`config.mk`:
```
export PLATFORM = sky130hd
export DESIGN_NAME = dscg_gate_bank
export DESIGN_NICKNAME = d
export VERILOG_FILES = /design/src/dscg_pkg.sv /design/src/dscg_gate_bank.sv
export SDC_FILE = /design/constraint.sdc
export NUM_CORES = 1
export LEC_CHECK = 0
export ABC_CLOCK_PERIOD_IN_PS = 8400
export BUFFER_PORTS_ARGS = -buffer_cell sky130_fd_sc_hd__buf_2
export CAP_MARGIN = 20
export CORE_MARGIN = 2
export CORE_UTILIZATION = 30
export CTS_CLUSTER_DIAMETER = 100
export DETAILED_ROUTE_END_ITERATION = 12
export PLACE_DENSITY_LB_ADDON = 0.3
export SYNTH_ARGS = -nofsm -noshare
export SYNTH_HDL_FRONTEND = slang
export SYNTH_SLANG_ARGS = --single-unit
export TNS_END_PERCENT = 1
```
`constraint.sdc`:
```
create_clock -name clk -period 8.4 [get_ports clk]
set_clock_uncertainty 0.2 [all_clocks]
set_input_delay 1.26 -clock clk [delete_from_list [all_inputs] [get_ports clk]]
set_output_delay 1.26 -clock clk [all_outputs]
set_load 0.01 [all_outputs]
```
`src/dscg_pkg.sv`:
```
// Constants for the deep-sleep clock gate bank 1 block.
// Assumes a single 50 MHz system clock and an AHB-Lite register bus.
`default_nettype none

package dscg_pkg;

	// ==========================================================
	// Register map (byte addresses)
	localparam logic [11:0] DSCG_ADDR_GATE   = 12'h124;
	localparam logic [11:0] DSCG_ADDR_FAULT  = 12'h180;
	localparam logic [11:0] DSCG_ADDR_MASK   = 12'h184;
	localparam logic [11:0] DSCG_ADDR_ACTIVE = 12'h188;
	localparam int          DSCG_ADDR_W      = 12;

	// ==========================================================
	// Field layout of the gate register
	localparam int DSCG_BIT_ASYNC0 = 0;
	localparam int DSCG_BIT_ASYNC1 = 1;
	localparam int DSCG_BIT_SYNC0  = 4;
	localparam int DSCG_BIT_SYNC1  = 5;
	localparam int DSCG_BIT_TWI0   = 12;
	localparam int DSCG_BIT_TWI1   = 14;
	localparam int DSCG_BIT_CNT0   = 16;
	localparam int DSCG_BIT_CNT1   = 17;
	localparam int DSCG_BIT_CNT2   = 18;
	localparam int DSCG_BIT_CNT3   = 19;
	localparam int DSCG_BIT_CMP0   = 24;
	localparam int DSCG_BIT_CMP1   = 25;

	// Writable bits; everything else is reserved and reads zero
	localparam logic [31:0] DSCG_RW_MASK    = 32'h030F_5033;
	localparam logic [31:0] DSCG_RESET_VAL  = 32'h0000_0000;
	localparam logic [31:0] DSCG_ZERO_WORD  = 32'h0000_0000;

	// ==========================================================
	// Peripheral unit numbering on the access-check port
	localparam int          DSCG_UNITS  = 12;
	localparam logic [3:0]  DSCG_UNIT_W = 4'h4;

	localparam logic [1:0]  DSCG_HTRANS_NONSEQ = 2'h2;
	localparam logic [1:0]  DSCG_HRESP_OKAY    = 2'h0;

	// Bit position in the gate register of unit n
	function automatic logic [4:0] dscg_unit_bit(input logic [3:0] unit);
		logic [4:0] pos;
		pos = 5'h00;
		case (unit)
			4'h0: pos = 5'(DSCG_BIT_ASYNC0);
			4'h1: pos = 5'(DSCG_BIT_ASYNC1);
			4'h2: pos = 5'(DSCG_BIT_SYNC0);
			4'h3: pos = 5'(DSCG_BIT_SYNC1);
			4'h4: pos = 5'(DSCG_BIT_TWI0);
			4'h5: pos = 5'(DSCG_BIT_TWI1);
			4'h6: pos = 5'(DSCG_BIT_CNT0);
			4'h7: pos = 5'(DSCG_BIT_CNT1);
			4'h8: pos = 5'(DSCG_BIT_CNT2);
			4'h9: pos = 5'(DSCG_BIT_CNT3);
			4'hA: pos = 5'(DSCG_BIT_CMP0);
			4'hB: pos = 5'(DSCG_BIT_CMP1);
			default: pos = 5'h00;
		endcase
		return pos;
	endfunction

endpackage

`default_nettype wire

```
`src/dscg_gate_bank.sv`:
```
// Deep-sleep clock gate bank 1: gate register, mode selection of the active
// gate set, per-unit clock enables, access fault check and fault interrupt.
// Assumes run and light-sleep gate sets and the power mode come from logic
// on the same clock; registers are reached over AHB-Lite.
//
// Local design decision: the AHB-Lite register port.
`timescale 1ns/1ns
`default_nettype none

module dscg_gate_bank
	import dscg_pkg::*;
(
	input  wire logic        clk,
	input  wire logic        srst,
	// AHB-Lite slave
	input  wire logic        hsel,
	input  wire logic [31:0] haddr,
	input  wire logic [1:0]  htrans,
	input  wire logic        hwrite,
	input  wire logic [2:0]  hsize,
	input  wire logic [31:0] hwdata,
	input  wire logic        hready,
	output logic             hreadyout,
	output logic [1:0]       hresp,
	output logic [31:0]      hrdata,
	// Power mode and companion gate sets
	input  wire logic        sleep_mode,
	input  wire logic        deep_sleep_mode,
	input  wire logic        auto_clock_gating_select,
	input  wire logic [31:0] run_clock_gate_1,
	input  wire logic [31:0] light_sleep_clock_gate_1,
	// Peripheral access check
	input  wire logic        unit_access,
	input  wire logic [3:0]  unit_select,
	output logic             unit_grant,
	output logic             unit_fault,
	// Per-unit clock enables
	output logic             async_serial_port0_gate,
	output logic             async_serial_port1_gate,
	output logic             sync_serial_port0_gate,
	output logic             sync_serial_port1_gate,
	output logic             two_wire_port0_gate,
	output logic             two_wire_port1_gate,
	output logic             gp_counter0_gate,
	output logic             gp_counter1_gate,
	output logic             gp_counter2_gate,
	output logic             gp_counter3_gate,
	output logic             comparator_unit0_gate,
	output logic             comparator_unit1_gate,
	output logic             irq
);

	// ==========================================================
	// Bus address phase capture
	logic                    ap_take;
	logic                    dp_write_q;
	logic [DSCG_ADDR_W-1:0]  dp_addr_q;
	logic                    rd_take;
	logic [DSCG_ADDR_W-1:0]  ap_addr;

	assign ap_take = hsel & hready & (htrans == DSCG_HTRANS_NONSEQ | htrans[1]);
	assign ap_addr = haddr[DSCG_ADDR_W-1:0];
	assign rd_take = ap_take & ~hwrite;

	always_ff @(posedge clk) begin
		if (srst) begin
			dp_write_q <= 1'b0;
			dp_addr_q  <= '0;
		end else begin
			dp_write_q <= ap_take & hwrite;
			if (ap_take) begin
				dp_addr_q <= ap_addr;
			end
		end
	end

	// Zero wait states; errors are never signalled on this bus
	assign hreadyout = 1'b1;
	assign hresp     = DSCG_HRESP_OKAY;

	// ==========================================================
	// Gate register
	logic [31:0] gate_q;
	logic [31:0] gate_d;
	logic        gate_wr;

	assign gate_wr = dp_write_q & (dp_addr_q == DSCG_ADDR_GATE);

	always_comb begin
		gate_d = gate_q;
		if (gate_wr) begin
			gate_d = hwdata & DSCG_RW_MASK;
		end
	end

	// Only a bus write moves a gate bit; nothing else sets one
	always_ff @(posedge clk) begin
		if (srst) begin
			gate_q <= DSCG_RESET_VAL;
		end else begin
			gate_q <= gate_d;
		end
	end

	// ==========================================================
	// Interrupt mask register
	logic [31:0] mask_q;
	logic [31:0] mask_d;

	always_comb begin
		mask_d = mask_q;
		if (dp_write_q & (dp_addr_q == DSCG_ADDR_MASK)) begin
			mask_d = hwdata & DSCG_RW_MASK;
		end
	end

	always_ff @(posedge clk) begin
		if (srst) begin
			mask_q <= DSCG_RESET_VAL;
		end else begin
			mask_q <= mask_d;
		end
	end

	// ==========================================================
	// Active gate set by power mode
	logic [31:0] active_d;
	logic [31:0] active_q;

	// Sleep sets only apply with auto gating; otherwise run set stays
	always_comb begin
		active_d = run_clock_gate_1;
		if (auto_clock_gating_select) begin
			if (deep_sleep_mode) begin
				active_d = gate_q;
			end else if (sleep_mode) begin
				active_d = light_sleep_clock_gate_1;
			end
		end
		active_d = active_d & DSCG_RW_MASK;
	end

	always_ff @(posedge clk) begin
		if (srst) begin
			active_q <= DSCG_RESET_VAL;
		end else begin
			active_q <= active_d;
		end
	end

	// ==========================================================
	// Per-unit clock enables
	assign async_serial_port0_gate = active_q[DSCG_BIT_ASYNC0];
	assign async_serial_port1_gate = active_q[DSCG_BIT_ASYNC1];
	assign sync_serial_port0_gate  = active_q[DSCG_BIT_SYNC0];
	assign sync_serial_port1_gate  = active_q[DSCG_BIT_SYNC1];
	assign two_wire_port0_gate     = active_q[DSCG_BIT_TWI0];
	assign two_wire_port1_gate     = active_q[DSCG_BIT_TWI1];
	assign gp_counter0_gate        = active_q[DSCG_BIT_CNT0];
	assign gp_counter1_gate        = active_q[DSCG_BIT_CNT1];
	assign gp_counter2_gate        = active_q[DSCG_BIT_CNT2];
	assign gp_counter3_gate        = active_q[DSCG_BIT_CNT3];
	assign comparator_unit0_gate   = active_q[DSCG_BIT_CMP0];
	assign comparator_unit1_gate   = active_q[DSCG_BIT_CMP1];

	// ==========================================================
	// Access check against the enables the units see
	logic        unit_known;
	logic        unit_clocked;
	logic [4:0]  unit_pos;
	logic        grant_q;
	logic        fault_q;
	logic [31:0] fault_set;

	assign unit_known   = unit_select < DSCG_UNIT_W'(DSCG_UNITS);
	assign unit_pos     = dscg_unit_bit(unit_select);
	assign unit_clocked = unit_known & active_q[unit_pos];

	always_comb begin
		fault_set = DSCG_ZERO_WORD;
		if (unit_access & unit_known & ~unit_clocked) begin
			fault_set[unit_pos] = 1'b1;
		end
	end

	always_ff @(posedge clk) begin
		if (srst) begin
			grant_q <= 1'b0;
			fault_q <= 1'b0;
		end else begin
			grant_q <= unit_access & unit_clocked;
			fault_q <= unit_access & ~unit_clocked;
		end
	end

	assign unit_grant = grant_q;
	assign unit_fault = fault_q;

	// ==========================================================
	// Fault status, cleared by reading it
	logic [31:0] status_q;
	logic        status_rd;

	assign status_rd = rd_take & (ap_addr == DSCG_ADDR_FAULT);

	// A fault in the clearing cycle survives the clear
	always_ff @(posedge clk) begin
		if (srst) begin
			status_q <= DSCG_RESET_VAL;
		end else if (status_rd) begin
			status_q <= fault_set;
		end else begin
			status_q <= status_q | fault_set;
		end
	end

	always_ff @(posedge clk) begin
		if (srst) begin
			irq <= 1'b0;
		end else begin
			irq <= |((status_q | fault_set) & mask_d & ~({32{status_rd}} & status_q));
		end
	end

	// ==========================================================
	// Read data, captured in the address phase
	logic [31:0] rdata_d;

	// The _d values forward a write still in its data phase
	always_comb begin
		rdata_d = DSCG_ZERO_WORD;
		unique case (ap_addr)
			DSCG_ADDR_GATE:   rdata_d = gate_d;
			DSCG_ADDR_FAULT:  rdata_d = status_q;
			DSCG_ADDR_MASK:   rdata_d = mask_d;
			DSCG_ADDR_ACTIVE: rdata_d = active_q;
			default:          rdata_d = DSCG_ZERO_WORD;
		endcase
	end

	always_ff @(posedge clk) begin
		if (srst) begin
			hrdata <= DSCG_ZERO_WORD;
		end else if (rd_take) begin
			hrdata <= rdata_d;
		end
	end

	// Sub-word sizes are treated as whole-word accesses
	logic unused_ok;
	assign unused_ok = ^{hsize, haddr[31:DSCG_ADDR_W]};

endmodule

`default_nettype wire

```
After elaboration in Yosys (flattened, before gate mapping)
Memories as Yosys holds them, arrays and structs flattened.
Index checks and enable logic that the tools add are counted.
- $mul: 0
- order comparisons: 3
- reduce and logical (&&, ||, !) cells: 2
- div/mod/pow operators: 0
- shift-type cells: 0
- add/subtract/negate cells: 0
- equality and inequality tests: 7
- bitwise operators: 20
- muxes and demuxes: 12
- operators by type and width (cell ; count):
    $mux 32 ; 4
    $pmux 32 s4 ; 1
    $and 32x32->32 ; 3
    $mux 26 ; 3
    $eq 12x9->1 const B ; 6
    $not 32->32 ; 1
    $or 32x32->32 ; 1
    $reduce_or 32->1 ; 1
    $and 1x1->1 ; 12
    $lt 5x6->1 const B ; 1
    $bmux 1 s5 ; 1
    $demux 1 s5 ; 1
    $ge 5x1->1 const B ; 1
    $lt 4x4->1 const B ; 1
    $eq 2x2->1 const B ; 1
    $mux 1 ; 2
    $not 1->1 ; 2
    $logic_and 1x1->1 ; 1
    $or 1x1->1 ; 1
- bits in writable memories: 0
- memory bits (read-only): 80
- word-level logic and storage cells: 56
- memories kept: 1
- latch bits: 0
- register bits after elaboration: 176
- output and inout bits: 50
- memory list (memory ; words ; width ; rd ports ; clocked after Yosys merged registers in ; wr ports ; line ; RTL):
    (no name shown) ; 16 ; 5 ; 1 ; 0 ; 0 ; dscg_pkg.sv:47 ; case (unit)

Logic depth before layout (Yosys ltp)
An unclocked memory read counts as a cell.
- word-level depth: 11
- mapped depth: 13
- depth with buffers taken out: 9

Least setup slack after synthesis
No wires, ideal clock.
- kind: input port to flip-flop
- start point: input port unit_select[2]
- end point: register status_q[28]
- arrival: 3.476 ns
- buffers on the path: 4
- data required time: 8.072 ns
- stages: 13
- path slack: 4.597 ns
- library setup time: 0.128 ns
- cells stage by stage: buf_2 -> inv_1 -> ha_1 -> and2_1 -> clkbuf_1 -> nor2_1 -> a221oi_1 -> a2111o_1 -> o31a_1 -> buf_2 -> buf_2 -> a32oi_1 -> nor2_1
- cells in the longest elaborated chain, start to end: 9
- elaborated cells between the ends (all ways): 16
- classes of those cells: order compare (3); mux (6); bitwise (5); reduce/logical (1); memory (1)
- ends and longest elaborated chain (element ; line ; RTL):
    start: declaration ; dscg_gate_bank.sv:34 ; input wire logic [3:0] unit_select,
    $mem_v2 16x5 ; - ;
    $bmux 1 s5 ; dscg_gate_bank.sv:177 ; assign unit_clocked = unit_known & active_q[unit_pos];
    $mux 1 (not written as such) ; dscg_gate_bank.sv:177 ;
    $and 1x1->1 ; dscg_gate_bank.sv:177 ;
    $not 1->1 ; dscg_gate_bank.sv:181 ; if (unit_access & unit_known & ~unit_clocked) begin
    $and 1x1->1 ; dscg_gate_bank.sv:181 ;
    $mux 32 * ; dscg_gate_bank.sv:181 ;
    $or 32x32->32 ; dscg_gate_bank.sv:213 ; status_q <= status_q | fault_set;
    $mux 32 * ; dscg_gate_bank.sv:210 ; end else if (status_rd) begin
    end signal: assignment ; dscg_gate_bank.sv:211 ; status_q <= fault_set;
    end signal: assignment ; dscg_gate_bank.sv:213 ;
    end: declaration ; dscg_gate_bank.sv:201 ; logic [31:0] status_q;
Every way passes the cells marked *; elsewhere a longest branch is shown, timed or not. The select of a mux whose other input is x is not followed.
A chain may end at the register's enable or synchronous reset.

Worst setup path in the final report
- start point: input port haddr[11]
- end point: register hrdata[0]
- cells in the longest elaborated chain, start to end: 2
- elaborated cells between the ends (all ways): 5
- classes of those cells: eq/ne (4); mux (1)
- ends and longest elaborated chain (element ; line ; RTL):
    start: declaration ; dscg_gate_bank.sv:17 ; input wire logic [31:0] haddr,
    $eq 12x9->1 ; dscg_gate_bank.sv:232 ; unique case (ap_addr)
    $pmux 32 s4 * ; dscg_gate_bank.sv:232 ;
    end signal: assignment ; dscg_gate_bank.sv:245 ; hrdata <= rdata_d;
    end: declaration ; dscg_gate_bank.sv:25 ; output logic [31:0] hrdata,
Every way passes the cells marked *; elsewhere a longest branch is shown, timed or not.

==> impl_metrics.ini <==
[outcome]
outcome = complete, no violations

[cts]
root_buffer = clkbuf_16
cts.clk_slew.worst_paths_ns = 0.06
cts_max_level = 4
cts_tree = built
postCtsSetupRepairBufs = 0
cts_max_path_buffers = 2
clk_latency_ns = 0.43
numCtsBuffers = 17
ctsHoldBuffers = 0
cts.sinks = 156
cts_resized = 0

[drt]
wl_per_cell_um = 18.0
drc = 0
firstDrtPassIters = 5
drtIter0Drc = 476
num_vias = 6148
vias_per_cell = 5.21
antenna_left = 0
routed_wirelength_um = 21200

[grt]
grtUsageMet2_pct = 27.0
grt_first_pass_wirelength_um = 33000
grt_pass1_vias = 5836
grt_overflow_total = 0
use_met3_pct = 4.04
grt_use_total_pct = 17.5
use_met1_pct = 23.9
antenna_found_initial = 0
grt_max_degree = 95
grt_busiest_layer = met2

[synthesis]
synth_edf_count = 0
avgSynthCellArea_um2 = 8.67
ys_ff_latch = 156
synthAdderAreaFrac_pct = 0.718
synth_mux_area_share_pct = 7.05
synth_most_common_cell = dfxtp_1
yosysSeqAreaShare_pct = 44.8
synth_compound_area_share_pct = 20.4
async_reset_ff_share_pct = 0
netlist_instances = 804
synth_top_family_by_area = simple AND/OR/NAND/NOR gates
synth-xor-area-share_pct = 0
synth_cell_types = 64
yosys_warnings = 0
synthSimpleGateAreaFrac_pct = 22.0
ys_top_cells_by_count = dfxtp_1 (156), nor2_1 (111), a21oi_1 (65)
ys_top_cells_by_area = dfxtp_1 (45%), mux2i_1 (6.9%), nor2_1 (6.0%)
ys.flop_type = dfxtp_1
syn_area_um2 = 6970
netlist.area_leader.share_pct = 44.8
synth.largest_area_cell = dfxtp_1

[worst_setup_path]
crit_path_start_kind = input pin
cp-end-kind = flop
max_stage_delay_ns = 1.08
critPathBufInv = 1
worstPathCellList = buf_2 -> nor4_2 -> nand4_1 -> a31oi_1 -> o21ai_0 -> a21oi_1
critPathMaxFanout = 15
crit_family = compound AO/OA/AOI/OAI gates
crit_path_start = haddr[11]
timing.rr.start = dp_addr_q[11]
reg2reg_depth = 8
critical-path-slowest-cell = a31oi_1
crit_arrival_ns = 4.50
r2r-end = irq
r2r_slack_ns = 4.99
endpoint = hrdata[0]
critical_path_required_ns = 8.55
path_class = in2reg
cp.depth = 6

[sta]
max_freq_mhz = 230
hold_viol_final = 0
drv_slew = 0
setup-violations-final = 0
setup_tns_ns = 0
slew_headroom_pct = 29.0
tightest_slew_ns = 1.06
whs_ns = 0.249
min_period_over_period_pct = 51.7
fin_crit_ns = 4.34
grt_setup_unrepaired = no

[final_layout]
drive_gt1_share_pct = 18.1
layout.cells.non_filler = 1179
nets = 1031
num_antenna_cells = 0
design_area_um2 = 8340
areaGrowthSynthToFinish_pct = 19.6

[die]
die-area_um2 = 24500
die_w_um = 156
ios = 196
start_util_pct = 30.7
rows = 55
die_y_um = 156
core_um2 = 22700

[placed_design]
place_inst = 1145
gp_congestion = 0.933
port_buffers = 108
dpl_cell_area_um2 = 7690
dpl.hpwl_um = 14600

[power_and_ir_drop]
power_density_nw_per_um2 = 204
p_leak_nw = 3.25
vdd.ir_drop.worst_uv = 128

[run]
maxCapViolCount = 0

[hold_path]
holdCritPathClass = reg2reg
==> worst min-delay path, cell delays in order (launching register included) <==
cell and delay, ns:
dfxtp_1 0.31, nand2_1 0.05, a21oi_1 0.05
==> cell type report <==
class | count | area (µm²)
timing repair buffer | 119 | 627
fill | 2322 | 14400
clock inverter | 15 | 209
clock buffer | 17 | 425
tap | 285 | 357
sequential | 156 | 3120
multi-input combinational | 565 | 3510
inverter | 22 | 82.6
==> cells by family (layout without fill, tap and decap cells) <==
family | count (synthesis) | in the layout
other | 2 | 3
and+or+nand+nor | 300 | 300
AOI/OAI and AO/OA | 209 | 209
adders and majority gates | 4 | 4
muxes | 49 | 49
DFF | 156 | 156
buffers and inverters | 84 | 173
==> metal layers <==
| layer | up-vias | part of all wire (%) |
|---|---|---|
| met5 | - | 0 |
| met4 | 0 | 2.1 |
| met3 | 28 | 5.5 |
| met2 | 178 | 45 |
| met1 | 2911 | 47 |
| li1 | 3031 | - |
==> layout by cell type, fill, tap and decap left out, types with 9 or more instances in the layout <==
| cell type | count |
|---|---|
| o22ai_1 | 18 |
| nor2b_1 | 10 |
| and2_1 | 47 |
| clkbuf_16 | 17 |
| a211oi_1 | 16 |
| nor3b_1 | 9 |
| nand2_1 | 58 |
| a22oi_1 | 25 |
| buf_2 | 107 |
| mux2i_1 | 48 |
| inv_1 | 22 |
| nand3_1 | 9 |
| nor2_1 | 110 |
| o21ai_0 | 19 |
| a21oi_1 | 65 |
| dfxtp_1 | 156 |
| nand2b_1 | 12 |
| buf_4 | 10 |
| a32oi_1 | 27 |
==> state kept, by name, summed over array words and instances (netlist names) <==
| register | flops |
|---|---|
| gate_q | 32 |
| hrdata | 32 |
| mask_q | 32 |
| status_q | 32 |
| active_q | 12 |
| dp_addr_q | 12 |
| dp_write_q | 1 |
| irq | 1 |
| unit_fault | 1 |
| unit_grant | 1 |
==> through the flow <==
step | util, % | setup WS, ns | total power [mW]
global placement | 33.9 | 2.88 | 0.884
CTS | 36.6 | 3.38 | 1.71
finish | 36.7 | 4.06 | 1.70
global route | 36.7 | 3.84 | 1.76
detailed placement | 33.9 | 2.95 | 0.884
floorplan | - | 4.60 | 0.839
==> how the worst min path moves through the flow <==
| stage | start | slack [ns] | endpoint | cells after the start |
|---|---|---|---|---|
| floorplan | gate_q[11] | 0.23 | gate_q[11] | 1 |
| global placement | hrdata[18] | 0.24 | hrdata[18] | 2 |
| finish | hrdata[0] | 0.25 | hrdata[0] | 2 |
| global route | hrdata[18] | 0.27 | hrdata[18] | 2 |
| CTS | hrdata[18] | 0.25 | hrdata[18] | 2 |
| detailed placement | gate_q[26] | 0.24 | gate_q[26] | 1 |
==> report_power, final <==
part / leakage [nW] / internal [mW] / switching [mW]
Combinational: 1.68 / 0.0407 / 0.0710
Sequential: 1.26 / 0.748 / 0.00914
Clock: 0.307 / 0.503 / 0.329
Power figures use the tool's default switching activity.
